==> src/jlr_pkg.sv <==
// Package for the compact register jump-and-link decode/execute block.
// Assumes a 32-bit core with 5-bit register specifiers.
package jlr_pkg;

  ////////////////////////////////////////////////////////////////////////////
  // Instruction fields
  localparam int unsigned          MAJOR_LSB      = 26;
  localparam int unsigned          LINK_LSB       = 21;
  localparam int unsigned          TARGET_LSB     = 16;
  localparam int unsigned          MINOR_LSB      = 6;
  localparam logic [5:0]           MAJOR_GROUP    = 6'h00;
  localparam logic [9:0]           MINOR_PLAIN    = 10'h03c;
  localparam logic [9:0]           MINOR_BARRIER  = 10'h07c;
  localparam logic [5:0]           SUBGROUP_CODE  = 6'h3c;
  localparam logic [4:0]           DEFAULT_LINK   = 5'h1f;
  localparam logic [4:0]           ZERO_REG       = 5'h00;
  localparam logic [31:0]          LINK_INCREMENT = 32'h0000_0004;

  ////////////////////////////////////////////////////////////////////////////
  // Reset values
  localparam logic [31:0]          RESET_PC       = 32'h0000_0000;
  localparam logic                 RESET_MODE     = 1'b1;

  typedef enum logic [1:0] {
    JLR_IDLE    = 2'b00,
    JLR_SQUASH  = 2'b01,
    JLR_BARRIER = 2'b10
  } jlr_state_t;

endpackage : jlr_pkg

==> src/jlr_core.sv <==
// Decode and execute of the compact register jump-and-link and its barrier form.
// Assumes a register file outside with one read port (combinational) and one
// write port; the fetch unit takes redirect and the fault flag with the target.

////////////////////////////////////////////////////////////////////////////
// Function
// - Decode plain and barrier forms by major, minor and subgroup codes.
// - Link register gets current instruction address plus four.
// - Assembler default link field is 31; hardware writes whatever nonzero field says.
// - Without base set, target bit 0 zero means address error at fetch.
// - With base set, mode bit loads from target bit 0, pc bit 0 cleared.
// - Mode 0 and unaligned target faults at target fetch, not at jump.
// - No delay slot; the next sequential instruction is squashed.
// - Any instruction, even a jump, may follow; never flagged illegal.
// - Barrier form clears all hazards before the target is fetched.
// - Barrier form runs in every mode, no coprocessor-unusable check.
// - Register jump forms are link field zero; link write is dropped.
module jlr_core #(
  parameter bit HAS_BASE_SET = 1'b1
) (
  // Clock and reset
  input  wire logic        core_clk,
  input  wire logic        rst_b,
  // Decode input
  input  wire logic        instr_valid,
  input  wire logic [31:0] instr_word,
  input  wire logic [31:0] instr_addr,
  // Register file read
  output logic      [4:0]  target_reg_field,
  input  wire logic [31:0] target_value,
  // Register file write
  output logic             link_we,
  output logic      [4:0]  link_reg_field,
  output logic      [31:0] link_data,
  // Fetch redirect
  output logic             redirect,
  output logic      [31:0] redirect_pc,
  output logic             instr_set_select_bit,
  output logic             target_fetch_fault,
  output logic             squash_next,
  // Hazard control
  output logic             hazard_clear_req,
  input  wire logic        hazard_clear_done,
  output logic             stall,
  output logic             is_jump,
  output logic             is_barrier
);

  ////////////////////////////////////////////////////////////////////////////
  // Decode

  // Matches one minor code inside the shared major group and subgroup
  function automatic logic hit_code(
    input logic [31:0] word,
    input logic [9:0]  code
  );
    logic [5:0] major;
    logic [9:0] minor;
    logic [5:0] subgroup;
    major    = word[jlr_pkg::MAJOR_LSB +: 6];
    minor    = word[jlr_pkg::MINOR_LSB +: 10];
    subgroup = word[5:0];
    return major == jlr_pkg::MAJOR_GROUP
           && subgroup == jlr_pkg::SUBGROUP_CODE
           && minor == code;
  endfunction : hit_code

  logic       hit_plain;
  logic       hit_barrier;
  logic [4:0] link_field;

  // No mode or coprocessor qualifier: the barrier form is legal everywhere
  always_comb begin
    hit_plain   = instr_valid && hit_code(instr_word, jlr_pkg::MINOR_PLAIN);
    hit_barrier = instr_valid && hit_code(instr_word, jlr_pkg::MINOR_BARRIER);
    link_field  = instr_word[jlr_pkg::LINK_LSB +: 5];
  end

  assign target_reg_field = instr_word[jlr_pkg::TARGET_LSB +: 5];
  assign is_jump          = hit_plain || hit_barrier;
  assign is_barrier       = hit_barrier;

  ////////////////////////////////////////////////////////////////////////////
  // Target
  logic [31:0] tgt_pc;
  logic        tgt_mode;
  logic        tgt_fault;

  // Read port sampled in the decode cycle, before the link write lands
  always_comb begin
    tgt_pc = {target_value[31:1], 1'b0};
    if (HAS_BASE_SET) begin
      tgt_mode  = target_value[0];
      tgt_fault = !target_value[0] && target_value[1];
    end else begin
      // Only the compact set exists, so bit 0 low names an unusable mode
      tgt_mode  = 1'b1;
      tgt_fault = !target_value[0];
    end
  end

  ////////////////////////////////////////////////////////////////////////////
  // Control
  jlr_pkg::jlr_state_t state;
  jlr_pkg::jlr_state_t next_state;
  logic                take_jump;
  logic                take_barrier;
  logic                release_barrier;

  always_comb begin
    // Taken only from idle; the squash cycle swallows the sequential slot
    take_jump       = is_jump && state == jlr_pkg::JLR_IDLE;
    take_barrier    = take_jump && hit_barrier;
    release_barrier = state == jlr_pkg::JLR_BARRIER && hazard_clear_done;
  end

  always_comb begin
    next_state = state;
    unique case (state)
      jlr_pkg::JLR_IDLE: begin
        if (take_barrier) begin
          next_state = jlr_pkg::JLR_BARRIER;
        end else if (take_jump) begin
          next_state = jlr_pkg::JLR_SQUASH;
        end
      end
      jlr_pkg::JLR_SQUASH: begin
        // Whatever sits in the slot is dropped quietly, never flagged illegal
        next_state = jlr_pkg::JLR_IDLE;
      end
      jlr_pkg::JLR_BARRIER: begin
        if (release_barrier) begin
          next_state = jlr_pkg::JLR_SQUASH;
        end
      end
      default: begin
        next_state = jlr_pkg::JLR_IDLE;
      end
    endcase
  end

  always_ff @(posedge core_clk) begin
    if (!rst_b) begin
      state <= jlr_pkg::JLR_IDLE;
    end else begin
      state <= next_state;
    end
  end

  ////////////////////////////////////////////////////////////////////////////
  // Link write
  logic        next_link_we;
  logic [4:0]  next_link_reg_field;
  logic [31:0] next_link_data;

  always_comb begin
    next_link_we        = 1'b0;
    next_link_reg_field = link_reg_field;
    next_link_data      = link_data;
    if (take_jump) begin
      next_link_reg_field = link_field;
      next_link_data      = instr_addr + jlr_pkg::LINK_INCREMENT;
      // Field zero discards the link, giving the register jump forms
      next_link_we        = link_field != jlr_pkg::ZERO_REG;
    end
  end

  always_ff @(posedge core_clk) begin
    if (!rst_b) begin
      link_we        <= 1'b0;
      link_reg_field <= jlr_pkg::ZERO_REG;
      link_data      <= jlr_pkg::RESET_PC;
    end else begin
      link_we        <= next_link_we;
      link_reg_field <= next_link_reg_field;
      link_data      <= next_link_data;
    end
  end

  ////////////////////////////////////////////////////////////////////////////
  // Held barrier target
  logic [31:0] held_pc;
  logic [31:0] next_held_pc;
  logic        held_mode;
  logic        next_held_mode;
  logic        held_fault;
  logic        next_held_fault;

  // Kept from decode, as the register may be rewritten while hazards clear
  always_comb begin
    next_held_pc    = held_pc;
    next_held_mode  = held_mode;
    next_held_fault = held_fault;
    if (take_barrier) begin
      next_held_pc    = tgt_pc;
      next_held_mode  = tgt_mode;
      next_held_fault = tgt_fault;
    end
  end

  always_ff @(posedge core_clk) begin
    if (!rst_b) begin
      held_pc    <= jlr_pkg::RESET_PC;
      held_mode  <= jlr_pkg::RESET_MODE;
      held_fault <= 1'b0;
    end else begin
      held_pc    <= next_held_pc;
      held_mode  <= next_held_mode;
      held_fault <= next_held_fault;
    end
  end

  ////////////////////////////////////////////////////////////////////////////
  // Fetch redirect
  logic        next_redirect;
  logic [31:0] next_redirect_pc;
  logic        next_mode;
  logic        next_fault;
  logic        next_squash;

  always_comb begin
    next_redirect    = 1'b0;
    next_redirect_pc = redirect_pc;
    next_mode        = instr_set_select_bit;
    next_fault       = 1'b0;
    next_squash      = 1'b0;
    if (take_jump && !take_barrier) begin
      next_redirect    = 1'b1;
      next_redirect_pc = tgt_pc;
      next_mode        = tgt_mode;
      next_fault       = tgt_fault;
      next_squash      = 1'b1;
    end else if (release_barrier) begin
      // Redirect held back until hazards are gone, so the target sees new state
      next_redirect    = 1'b1;
      next_redirect_pc = held_pc;
      next_mode        = held_mode;
      next_fault       = held_fault;
      next_squash      = 1'b1;
    end
  end

  always_ff @(posedge core_clk) begin
    if (!rst_b) begin
      redirect             <= 1'b0;
      redirect_pc          <= jlr_pkg::RESET_PC;
      instr_set_select_bit <= jlr_pkg::RESET_MODE;
      target_fetch_fault   <= 1'b0;
      squash_next          <= 1'b0;
    end else begin
      redirect             <= next_redirect;
      redirect_pc          <= next_redirect_pc;
      instr_set_select_bit <= next_mode;
      target_fetch_fault   <= next_fault;
      squash_next          <= next_squash;
    end
  end

  ////////////////////////////////////////////////////////////////////////////
  // Hazard control
  assign hazard_clear_req = state == jlr_pkg::JLR_BARRIER;
  // Decode holds for the whole wait; cheaper than a skid slot for one rare form
  assign stall            = state == jlr_pkg::JLR_BARRIER;

endmodule : jlr_core

==> config.mk <==
export PLATFORM = sky130hd
export DESIGN_NAME = jlr_core
export DESIGN_NICKNAME = d
export VERILOG_FILES = /design/src/jlr_pkg.sv /design/src/jlr_core.sv
export SDC_FILE = /design/constraint.sdc
export NUM_CORES = 1
export LEC_CHECK = 0
export ABC_AREA = 1
export BUFFER_PORTS_ARGS = -buffer_cell sky130_fd_sc_hd__clkbuf_2
export CAP_MARGIN = 20
export CORE_MARGIN = 4
export CORE_UTILIZATION = 40
export CTS_CLUSTER_SIZE = 16
export DETAILED_ROUTE_END_ITERATION = 7
export GPL_TIMING_DRIVEN = 0
export PLACE_DENSITY_LB_ADDON = 0.1
export REMOVE_ABC_BUFFERS = 1
export SYNTH_ARGS = -nofsm -noshare
export SYNTH_HDL_FRONTEND = slang
export SYNTH_SLANG_ARGS = --single-unit
==> constraint.sdc <==
create_clock -name core_clk -period 2.2 [get_ports core_clk]
set_input_delay 0 -clock core_clk [delete_from_list [all_inputs] [get_ports core_clk]]
set_output_delay 0 -clock core_clk [all_outputs]
set_load 0.01 [all_outputs]
# [After elaboration in Yosys (flattened, before gate mapping)]
# Cells that the tools add are included.
# Widths: inputs -> output; s select.
[totals] out_inout_bits=83 ff_bits=107 wordCells=49
[op_classes] n_reduce_logical=19 addsub=1 n_mux=12 eq_ne=6
[op_table] operator="$mux 32" count=2
[op_table] operator="$add 32x3->32 const B" count=1
[op_table] operator="$eq 10x6->1 const B" count=1
[op_table] operator="$eq 10x7->1 const B" count=1
[op_table] operator="$logic_and 1x1->1" count=10
[op_table] operator="$eq 6x6->1 const B" count=1
[op_table] operator="$logic_not 6->1" count=1
[op_table] operator="$mux 1" count=6
[op_table] operator="$mux 2" count=3
[op_table] operator="$reduce_bool 5->1" count=1
[op_table] operator="$pmux 2 s2" count=1
[op_table] operator="$reduce_and 2->1" count=2
[op_table] operator="$ne 3x3->1 const B" count=1
[op_table] operator="$eq 2x2->1 const B" count=1
[op_table] operator="$logic_not 1->1" count=2
[op_table] operator="$logic_not 2->1" count=1
[op_table] operator="$ne 2x1->1 const B" count=1
[op_table] operator="$reduce_bool 2->1" count=1
[op_table] operator="$logic_or 1x1->1" count=1

# [Logic depth before layout (Yosys ltp)]
# Gate-level depths: netlist of the first run.
[logic_depth] depth_word=10 depth_mapped=12

# [Worst setup path after synthesis of the first run]
# Ideal clock, no wire load.
[synth_timing] path_kind="register to register" start="reg state[1]" end="reg redirect_pc[11]" period_less_slack_ps=1505 required_ps=2062 arrival_time_ps=1367 setup_ps=138 setup_slack_ps=695 path_stages_with_launch=9 path_cell_list="dfxtp_1 -> inv_1 -> nor2_1 -> nand2_1 -> clkbuf_1 -> nand2_1 -> o21ai_0 -> a21oi_1 -> nor3_2"
[synth_between] elab_cells_between_ends=9 cone_classes="1 x eq/ne; 1 x mux; 7 x reduce/logical"
[synth_lines] item="from (decl)" line="jlr_core.sv:104" source="jlr_pkg::jlr_state_t state;"
[synth_lines] item="from (signal assigned)" line="jlr_core.sv:144" source="state <= jlr_pkg::JLR_IDLE;"
[synth_lines] item="from (signal assigned)" line="jlr_core.sv:146" source="state <= next_state;"
[synth_lines] item="$eq 2x2->1"
[synth_lines] item="net hazard_clear_req" line="jlr_core.sv:42" source="output logic hazard_clear_req,"
[synth_lines] item="$logic_and 1x1->1" line="jlr_core.sv:114" source="release_barrier = state == jlr_pkg::JLR_BARRIER && hazard_clear_done;"
[synth_lines] item="$reduce_bool 2->1 (no line)"
[synth_lines] item="to (signal assigned)" line="jlr_core.sv:246" source="redirect_pc <= jlr_pkg::RESET_PC;"
[synth_lines] item="to (signal assigned)" line="jlr_core.sv:252" source="redirect_pc <= next_redirect_pc;"
[synth_lines] item="to (decl)" line="jlr_core.sv:37" source="output logic [31:0] redirect_pc,"
# The timed path passes the listed nets, and every way through them passes these cells.
# A chain may end at the register's enable or synchronous reset.

# [Worst setup path after layout of the first run]
[layout_timing] start="reg state[1]" end="reg instr_set_select_bit"
[layout_between] elab_chain_cells=6 elab_cells_between_ends=9 cone_classes="1 x eq/ne; 1 x mux; 7 x reduce/logical"
[layout_lines] item="$logic_not 2->1" line="jlr_core.sv:112" source="take_jump = is_jump && state == jlr_pkg::JLR_IDLE;"
[layout_lines] item="$logic_and 1x1->1" line="jlr_core.sv:112"
[layout_lines] item="$logic_and 1x1->1" line="jlr_core.sv:113" source="take_barrier = take_jump && hit_barrier;"
[layout_lines] item="$logic_not 1->1" line="jlr_core.sv:227" source="if (take_jump && !take_barrier) begin"
[layout_lines] item="$logic_and 1x1->1" line="jlr_core.sv:227"
[layout_lines] item="$mux 1 / $reduce_bool 2->1 (equally long branches)"
[layout_lines] item="to (signal assigned)" line="jlr_core.sv:247" source="instr_set_select_bit <= jlr_pkg::RESET_MODE;"
[layout_lines] item="to (signal assigned)" line="jlr_core.sv:253" source="instr_set_select_bit <= next_mode;"
[layout_lines] item="to (decl)" line="jlr_core.sv:38" source="output logic instr_set_select_bit,"
# Parallel ways exist; a longest one is shown, timed or not.

==> flow_metrics.tcl, run 1 <==
set metrics [dict create \
    outcome "finished, final reports clean" \
    startpoint_type "flop" \
    clock_path_buffers 2 \
    tns_ps 0 \
    cp_data_required_time_ps 2420 \
    antenna_found_initial 0 \
    drt_pass1_iterations 5 \
    die_w_um 124 \
    place_ws_ps -971 \
    drive_gt1_share_pct 21.3 \
    worstPathArrival_ps 2290 \
    fin_skew_ps 5.59 \
    clock_sinks 107 \
    clock_latency_ps 340 \
    nets 1109 \
    hp-class "in2out" \
    syn_area_per_cell_sq_um 6.66 \
    hpwl_um 10400 \
    finalNonFillerCells 1189 \
    io_pins 183 \
    wl_per_cell_um 14.1 \
    cts_tree "yes" \
    gr-total-overflow 0 \
    syn_inst 813 \
    critPathKind "reg2reg" \
    slew_headroom_pct 41.3 \
    fmax_mhz 484 \
    grtUsageTotal_pct 21.0 \
    tightest_slew_ps 881 \
    finalHoldViolCount 0 \
    gp_congestion 0.909 \
    final_common_cell "nand2_1" \
    drc_errors 0 \
    drt_iter0_drc 341 \
    diodes 0 \
    yosysWarnings 0 \
    vias_per_cell 4.77 \
    worst-path-max-fanout 54 \
    clk_pin_slew_ps 70 \
    grt_pass1_vias 5326 \
    final_area_sq_um 7230 \
    hp-start "instr_word[17]" \
    vias 5671 \
    wl_um 16800 \
    rsz0062_at_grt "yes" \
    fin_crit_sh_pct 93.9 \
    endpoint_kind "flop" \
    ys_ff_latch 107 \
    cts_htree_levels 3 \
    power.leakage_nw 3.50 \
    fin_crit_ps 2070 \
    core_area_sq_um 13200 \
    syn_to_final_growth_pct 33.6 \
    die-area_sq_um 15500 \
    crit_start "state[1]$_SDFFE_PN0P_" \
    final_cell_mix "183 x nand2_1, 171 x clkbuf_2, 115 x nor2_1, 107 x dfxtp_1, 90 x inv_1" \
    layout_setup_ws_ps 134 \
    syn-cell-area_sq_um 5410 \
    grt_pass1_wl_um 27200 \
    post_dp_cell_area_sq_um 6310 \
    die_h_um 124 \
    setup_viol 0 \
    drv_cap 0 \
    row_count 42 \
    max-vdd-ir-drop_mv 0.491 \
    grt_max_degree 55 \
    cts-root-buf "clkbuf_16" \
    timing.rr.start "state[1]$_SDFFE_PN0P_" \
    synth_cell_types 36 \
    p_per_area_nw_per_um2 560 \
    dp.cells 1114 \
    cts_inserted_buffers 9 \
    drt.antenna.violating_nets 0 \
    maxSlewViolCount 0 \
    initial_core_util_pct 40.9 \
    portBuffers 171 \
    yosysSeqAreaShare_pct 39.6 \
]
-- state kept, by name, indices dropped and copies added (netlist names) --
signal and flops:
held_fault 1, held_mode 1, held_pc 31, instr_set_select_bit 1, link_data 32, link_reg_field 5, link_we 1, redirect_pc 31
squash_next 1, state 2, target_fetch_fault 1
-- where the power goes --
group | internal, mW | switching, mW
clock network | 1.01 | 0.753
logic | 0.168 | 0.184
registers | 1.93 | 0.000000369
total | 3.11 | 0.937
-- metrics by stage --
step                      total power, mW  utilization [%]  hold WS, ps
final                                4.05             54.6       0.0718
after global routing                 4.19             54.6       0.0669
after CTS                            4.08             54.4       0.0945
after detailed placement             2.26             47.6       0.0945
after global placement               2.24             47.0       0.0945
after floorplan                      2.08                -            0
-- synth_stat cells --
library cell    n  share of area [%]
nand2_1       184                 13
nor2_1        115                8.0
dfxtp_1       107                 40
inv_1          92                6.4
nand3_1        66                6.1
a21oi_1        62                5.7
o21ai_0        56                5.2
clkbuf_1       22                1.5
nor3_1         19                1.8
buf_2          12                1.1
xor2_1         12                1.9
buf_4          10                1.4
nor3_2          8                1.5
xnor2_1         8                1.3
nand4_1         6               0.69
buf_6           4               0.83
o211ai_1        4               0.55
o21ai_1         3               0.28
a211oi_1        2               0.28
clkinv_1        2               0.14
nand3b_1        2               0.28
nor4_1          2               0.23
or2_2           2               0.23
and3_1          1               0.12
clkbuf_2        1              0.092
conb_1          1              0.069
ha_1            1               0.23
inv_2           1              0.069
nand2_4         1               0.21
nand3_4         1               0.32
nand4_2         1               0.23
nor2_2          1               0.12
nor2_4          1               0.21
nor2_8          1               0.37
o21a_1          1               0.14
or2_1           1               0.12
-- worst paths after layout --
path	endpoint	cells after the start	slack [ps]
max	instr_set_select_bit$_SDFFE_PN1P_	4	130
min	target_reg_field[1]	0	0.07
max reg2reg	instr_set_select_bit$_SDFFE_PN1P_	4	130
min reg2reg	held_mode$_SDFFE_PN1P_	2	480
-- timing repair --
action,CTS,global route
cloned,4,1
hold buffers,51,0
endpoints found under the hold margin,67,0
pin swaps,1,1
resized for setup,5,2
endpoints found under the setup margin,72,43
setup buffers,1,2
-- routing by layer --
layer,vias up,part of all wire (%),GRT usage [%]
met2,163,48,35.4
met1,2527,46,27.7
met3,12,5.1,3.86
met4,0,0.95,5.29
met5,-,0,0
li1,2969,-,-
-- worst max-delay path: stages (launching register included) --
cell,delay (ps)
dfxtp_1,330
nor2_1,360
nand4_4,720
o21ai_0,420
nand3_1,100
-- logic make-up (layout without fill, tap and decap cells) --
family,Yosys count,after routing,share of synthesized area (%)
DFF,107,107,39.6
buffers and inverters,144,340,11.5
and+or+nand+nor,412,416,33.2
AOI/OAI and AO/OA,128,128,12.2
adders and majority gates,1,1,0.231
xor gates and xnor gates,20,20,3.24
other,1,1,0.0693
-- final cells by class --
type                       count  area, sq um
fill                        1395         6010
inverter                      95          369
clock buffer                  11          233
timing repair buffer         228         1460
multi-input combinational    566         2710
clock inverter                 5         86.3
timing repair inverter         1         7.51
tap                          176          220
sequential                   107         2140
Power figures use the tool's default switching activity.
==> run 2, diff against run 1 <==
- ABC_AREA: 1 -> default
- PLACE_DENSITY: default -> 0.73
- PLACE_DENSITY_LB_ADDON: 0.1 -> default
==> flow_metrics.tcl, run 2 <==
set metrics [dict create \
    outcome "finished, final reports clean" \
    grt_pass1_vias 4549 \
    endpoint_kind "flop" \
    synth_edf_count 0 \
    drt_pass1_iterations 4 \
    core_area_sq_um 11500 \
    drv_cap 0 \
    synth_common_cells "107 x dfxtp_1, 81 x nand2_1, 59 x nor2_1" \
    cts-root-buf "clkbuf_16" \
    maxSlewViolCount 0 \
    cpPeakStageDelay_ps 580 \
    p_per_area_nw_per_um2 589 \
    startpoint_type "input port" \
    wl_um 13000 \
    fill_cells 977 \
    setup_viol 0 \
    syn_to_final_growth_pct 40.0 \
    power.leakage_nw 2.87 \
    synth_cell_types 41 \
    final_cell_mix "171 x clkbuf_2, 107 x dfxtp_1, 80 x nand2_1, 59 x nor2_1, 55 x a21oi_1" \
    cts_inserted_buffers 9 \
    yosysSeqAreaShare_pct 45.4 \
    slew_headroom_pct 46.6 \
    intPower_mw 3.00 \
    grtUsageTotal_pct 19.1 \
    fmax_mhz 484 \
    row_count 39 \
    post_dp_cell_area_sq_um 5730 \
    worst-path-max-fanout 6 \
    grt_max_degree 60 \
    fin_crit_ps 2060 \
    io_pins 183 \
    drt.antenna.violating_nets 0 \
    rrSetupSlack_ps 310 \
    portBuffers 171 \
    fin_skew_ps 10.9 \
    clock_latency_ps 340 \
    worstPathArrival_ps 2290 \
    nets 851 \
    die-area_sq_um 13600 \
    drt_iter0_drc 212 \
    hp-class "in2out" \
    gr-total-overflow 0 \
    hold_slack_ps 0.0718 \
    synth_most_common_cell "dfxtp_1" \
    max-vdd-ir-drop_mv 0.374 \
    syn_inst 551 \
    clk_pin_slew_ps 70 \
    hpwl_um 9110 \
    top_regs "link_data (32), held_pc (31), redirect_pc (31)" \
    yosysWarnings 0 \
    vias 4580 \
    hold_depth 0 \
    wl_per_cell_um 14.5 \
    initial_core_util_pct 41.1 \
    fin_crit_sh_pct 93.9 \
    critPathKind "in2reg" \
    cp_cell_sequence "dlygate4sd3_1 > clkbuf_2 > ha_1 > nand4_1 > or3_1 > nor3_1 > xnor2_1 > a21oi_1" \
    rsz0062_at_grt "no" \
    synth_top_area_cell "dfxtp_1" \
    cp_data_required_time_ps 2420 \
    gp_congestion 0.857 \
    drive_gt1_share_pct 27.5 \
    ff2ff_path_depth 6 \
    tightest_slew_ps 794 \
    netlist.area_leader.share_pct 45.4 \
    combPwrFrac_pct 7.5 \
    synth_flop_cell "dfxtp_1" \
    synthTopCellsByArea "dfxtp_1 45%, mux2i_1 7.6%, nand2_1 6.4%" \
    largest_reg_flops 32 \
    holdPathEnd "target_reg_field[1]" \
    final_area_sq_um 6610 \
    finalHoldViolCount 0 \
    vias_per_cell 5.10 \
    diodes 0 \
    die_w_um 117 \
    syn_area_per_cell_sq_um 8.56 \
    die_h_um 117 \
    cts_htree_levels 3 \
    clock_sinks 107 \
    ys_ff_latch 107 \
    clock_path_buffers 2 \
    fin_util_pct 57.6 \
    max_flop_register "link_data" \
    r2r_end "held_pc[14]$_SDFFE_PN0P_" \
    grt_pass1_wl_um 21300 \
    drc_errors 0 \
    final_common_cell "clkbuf_2" \
    hp-start "instr_word[17]" \
    timing.rr.start "state[1]$_SDFFE_PN0P_" \
    total_power_mw 3.89 \
    crit_slowest_cell "or3_1" \
    seqPwrFrac_pct 49.7 \
    p_sw_share_pct 22.8 \
    cts_tree "yes" \
    p_clk_share_pct 42.8 \
    async_flop_share_pct 0 \
    crit_start "instr_addr[2]" \
    netSwitchingPower_uw 888 \
    syn-cell-area_sq_um 4720 \
    antenna_found_initial 0 \
]
==> run 2: cell count changes in the layout (fill, tap and decap cells not counted), moves of 7 or more <==
| cell | previous run | this run |
|---|---|---|
| nor3_1 | 19 | 7 |
| inv_1 | 90 | 6 |
| xor2_1 | 12 | 5 |
| a211oi_1 | 2 | 39 |
| a21oi_1 | 62 | 55 |
| nor3_2 | 8 | 0 |
| nand2_1 | 183 | 80 |
| o21ai_0 | 56 | 19 |
| mux2i_1 | 0 | 36 |
| nor2_1 | 115 | 59 |
| xnor2_1 | 8 | 23 |
| nand3_1 | 66 | 15 |
==> run 2: worst max path at each step <==
| stage | to | slack, ps |
|---|---|---|
| after floorplan | link_data[0]$_SDFFE_PN0P_ | -800 |
| after global placement | link_reg_field[4]$_SDFFE_PN0P_ | -1700 |
| after detailed placement | redirect_pc[4]$_SDFFE_PN0P_ | -210 |
| after CTS | redirect_pc[25]$_SDFFE_PN0P_ | 140 |
| after global routing | link_data[20]$_SDFFE_PN0P_ | 10 |
| final | link_data[20]$_SDFFE_PN0P_ | 140 |
==> run 2: per-layer routing <==
layer / share of wire [%] / GRT usage, %
met1: 42 / 22.9
met4: 0.72 / 4.66
met5: 0 / 0
met3: 7.2 / 6.01
met2: 50 / 33.4
==> run 2: timing repair <==
| action | 4_1_cts | 5_1_grt |
|---|---|---|
| setup buffers | 0 | 1 |
| endpoints found under the hold margin | 89 | 0 |
| pin swaps | 0 | 1 |
| endpoints found under the setup margin | 9 | 4 |
| resized for setup | 1 | 1 |
| hold buffers | 54 | 0 |
==> run 2: logic make-up (layout without fill, tap and decap cells) <==
logic type	after synthesis	after routing	share of synthesized area (%)
simple gates	206	206	20.9
other cells	1	1	0.0795
mux	36	36	7.64
compound gates	119	119	15.2
fa+ha+maj	1	1	0.265
buf+inv	53	257	5.31
flops	107	107	45.4
xor+xnor	28	28	5.20
==> run 2: per-stage QoR <==
| step | setup TNS [ps] | setup WS [ps] | cells |
|---|---|---|---|
| after CTS | 0 | 140 | 897 |
| after detailed placement | -4870 | -213 | 827 |
| after global routing | 0 | 12.1 | 898 |
| after global placement | -103320 | -1700 | 819 |
| after floorplan | -30680 | -804 | 505 |
| final | 0 | 135 | 898 |
==> run 2: power groups by stage <==
| stage | combinational, mW | clock (mW) | sequential (mW) |
|---|---|---|---|
| after global placement | 0.203 | 0 | 1.98 |
| after detailed placement | 0.212 | 0 | 1.98 |
| after floorplan | 0.0693 | 0 | 1.98 |
| final | 0.294 | 1.66 | 1.93 |
| after CTS | 0.289 | 1.72 | 1.93 |
| after global routing | 0.320 | 1.80 | 1.93 |
==> run 2: layout make-up <==
| cell class | instances | area (sq um) | share of cell area, % |
|---|---|---|---|
| multi-input cells | 391 | 2350 | 35.6 |
| repair buffers | 234 | 1600 | 24.2 |
| well taps | 143 | 179 | 2.71 |
| clock buffers | 10 | 229 | 3.47 |
| clock inverters | 6 | 83.8 | 1.27 |
| inverters | 7 | 26.3 | 0.398 |
| flip-flops and latches | 107 | 2140 | 32.4 |
==> run 2: critical path: cells and delay by family <==
| family | cells | cell delay, ps |
|---|---|---|
| XOR/XNOR | 1 | 150 |
| adder cells (fa/ha/maj) | 1 | 210 |
| AO/OA/AOI/OAI | 1 | 80 |
| buffers and inverters | 2 | 680 |
| AND/OR/NAND/NOR | 3 | 1160 |
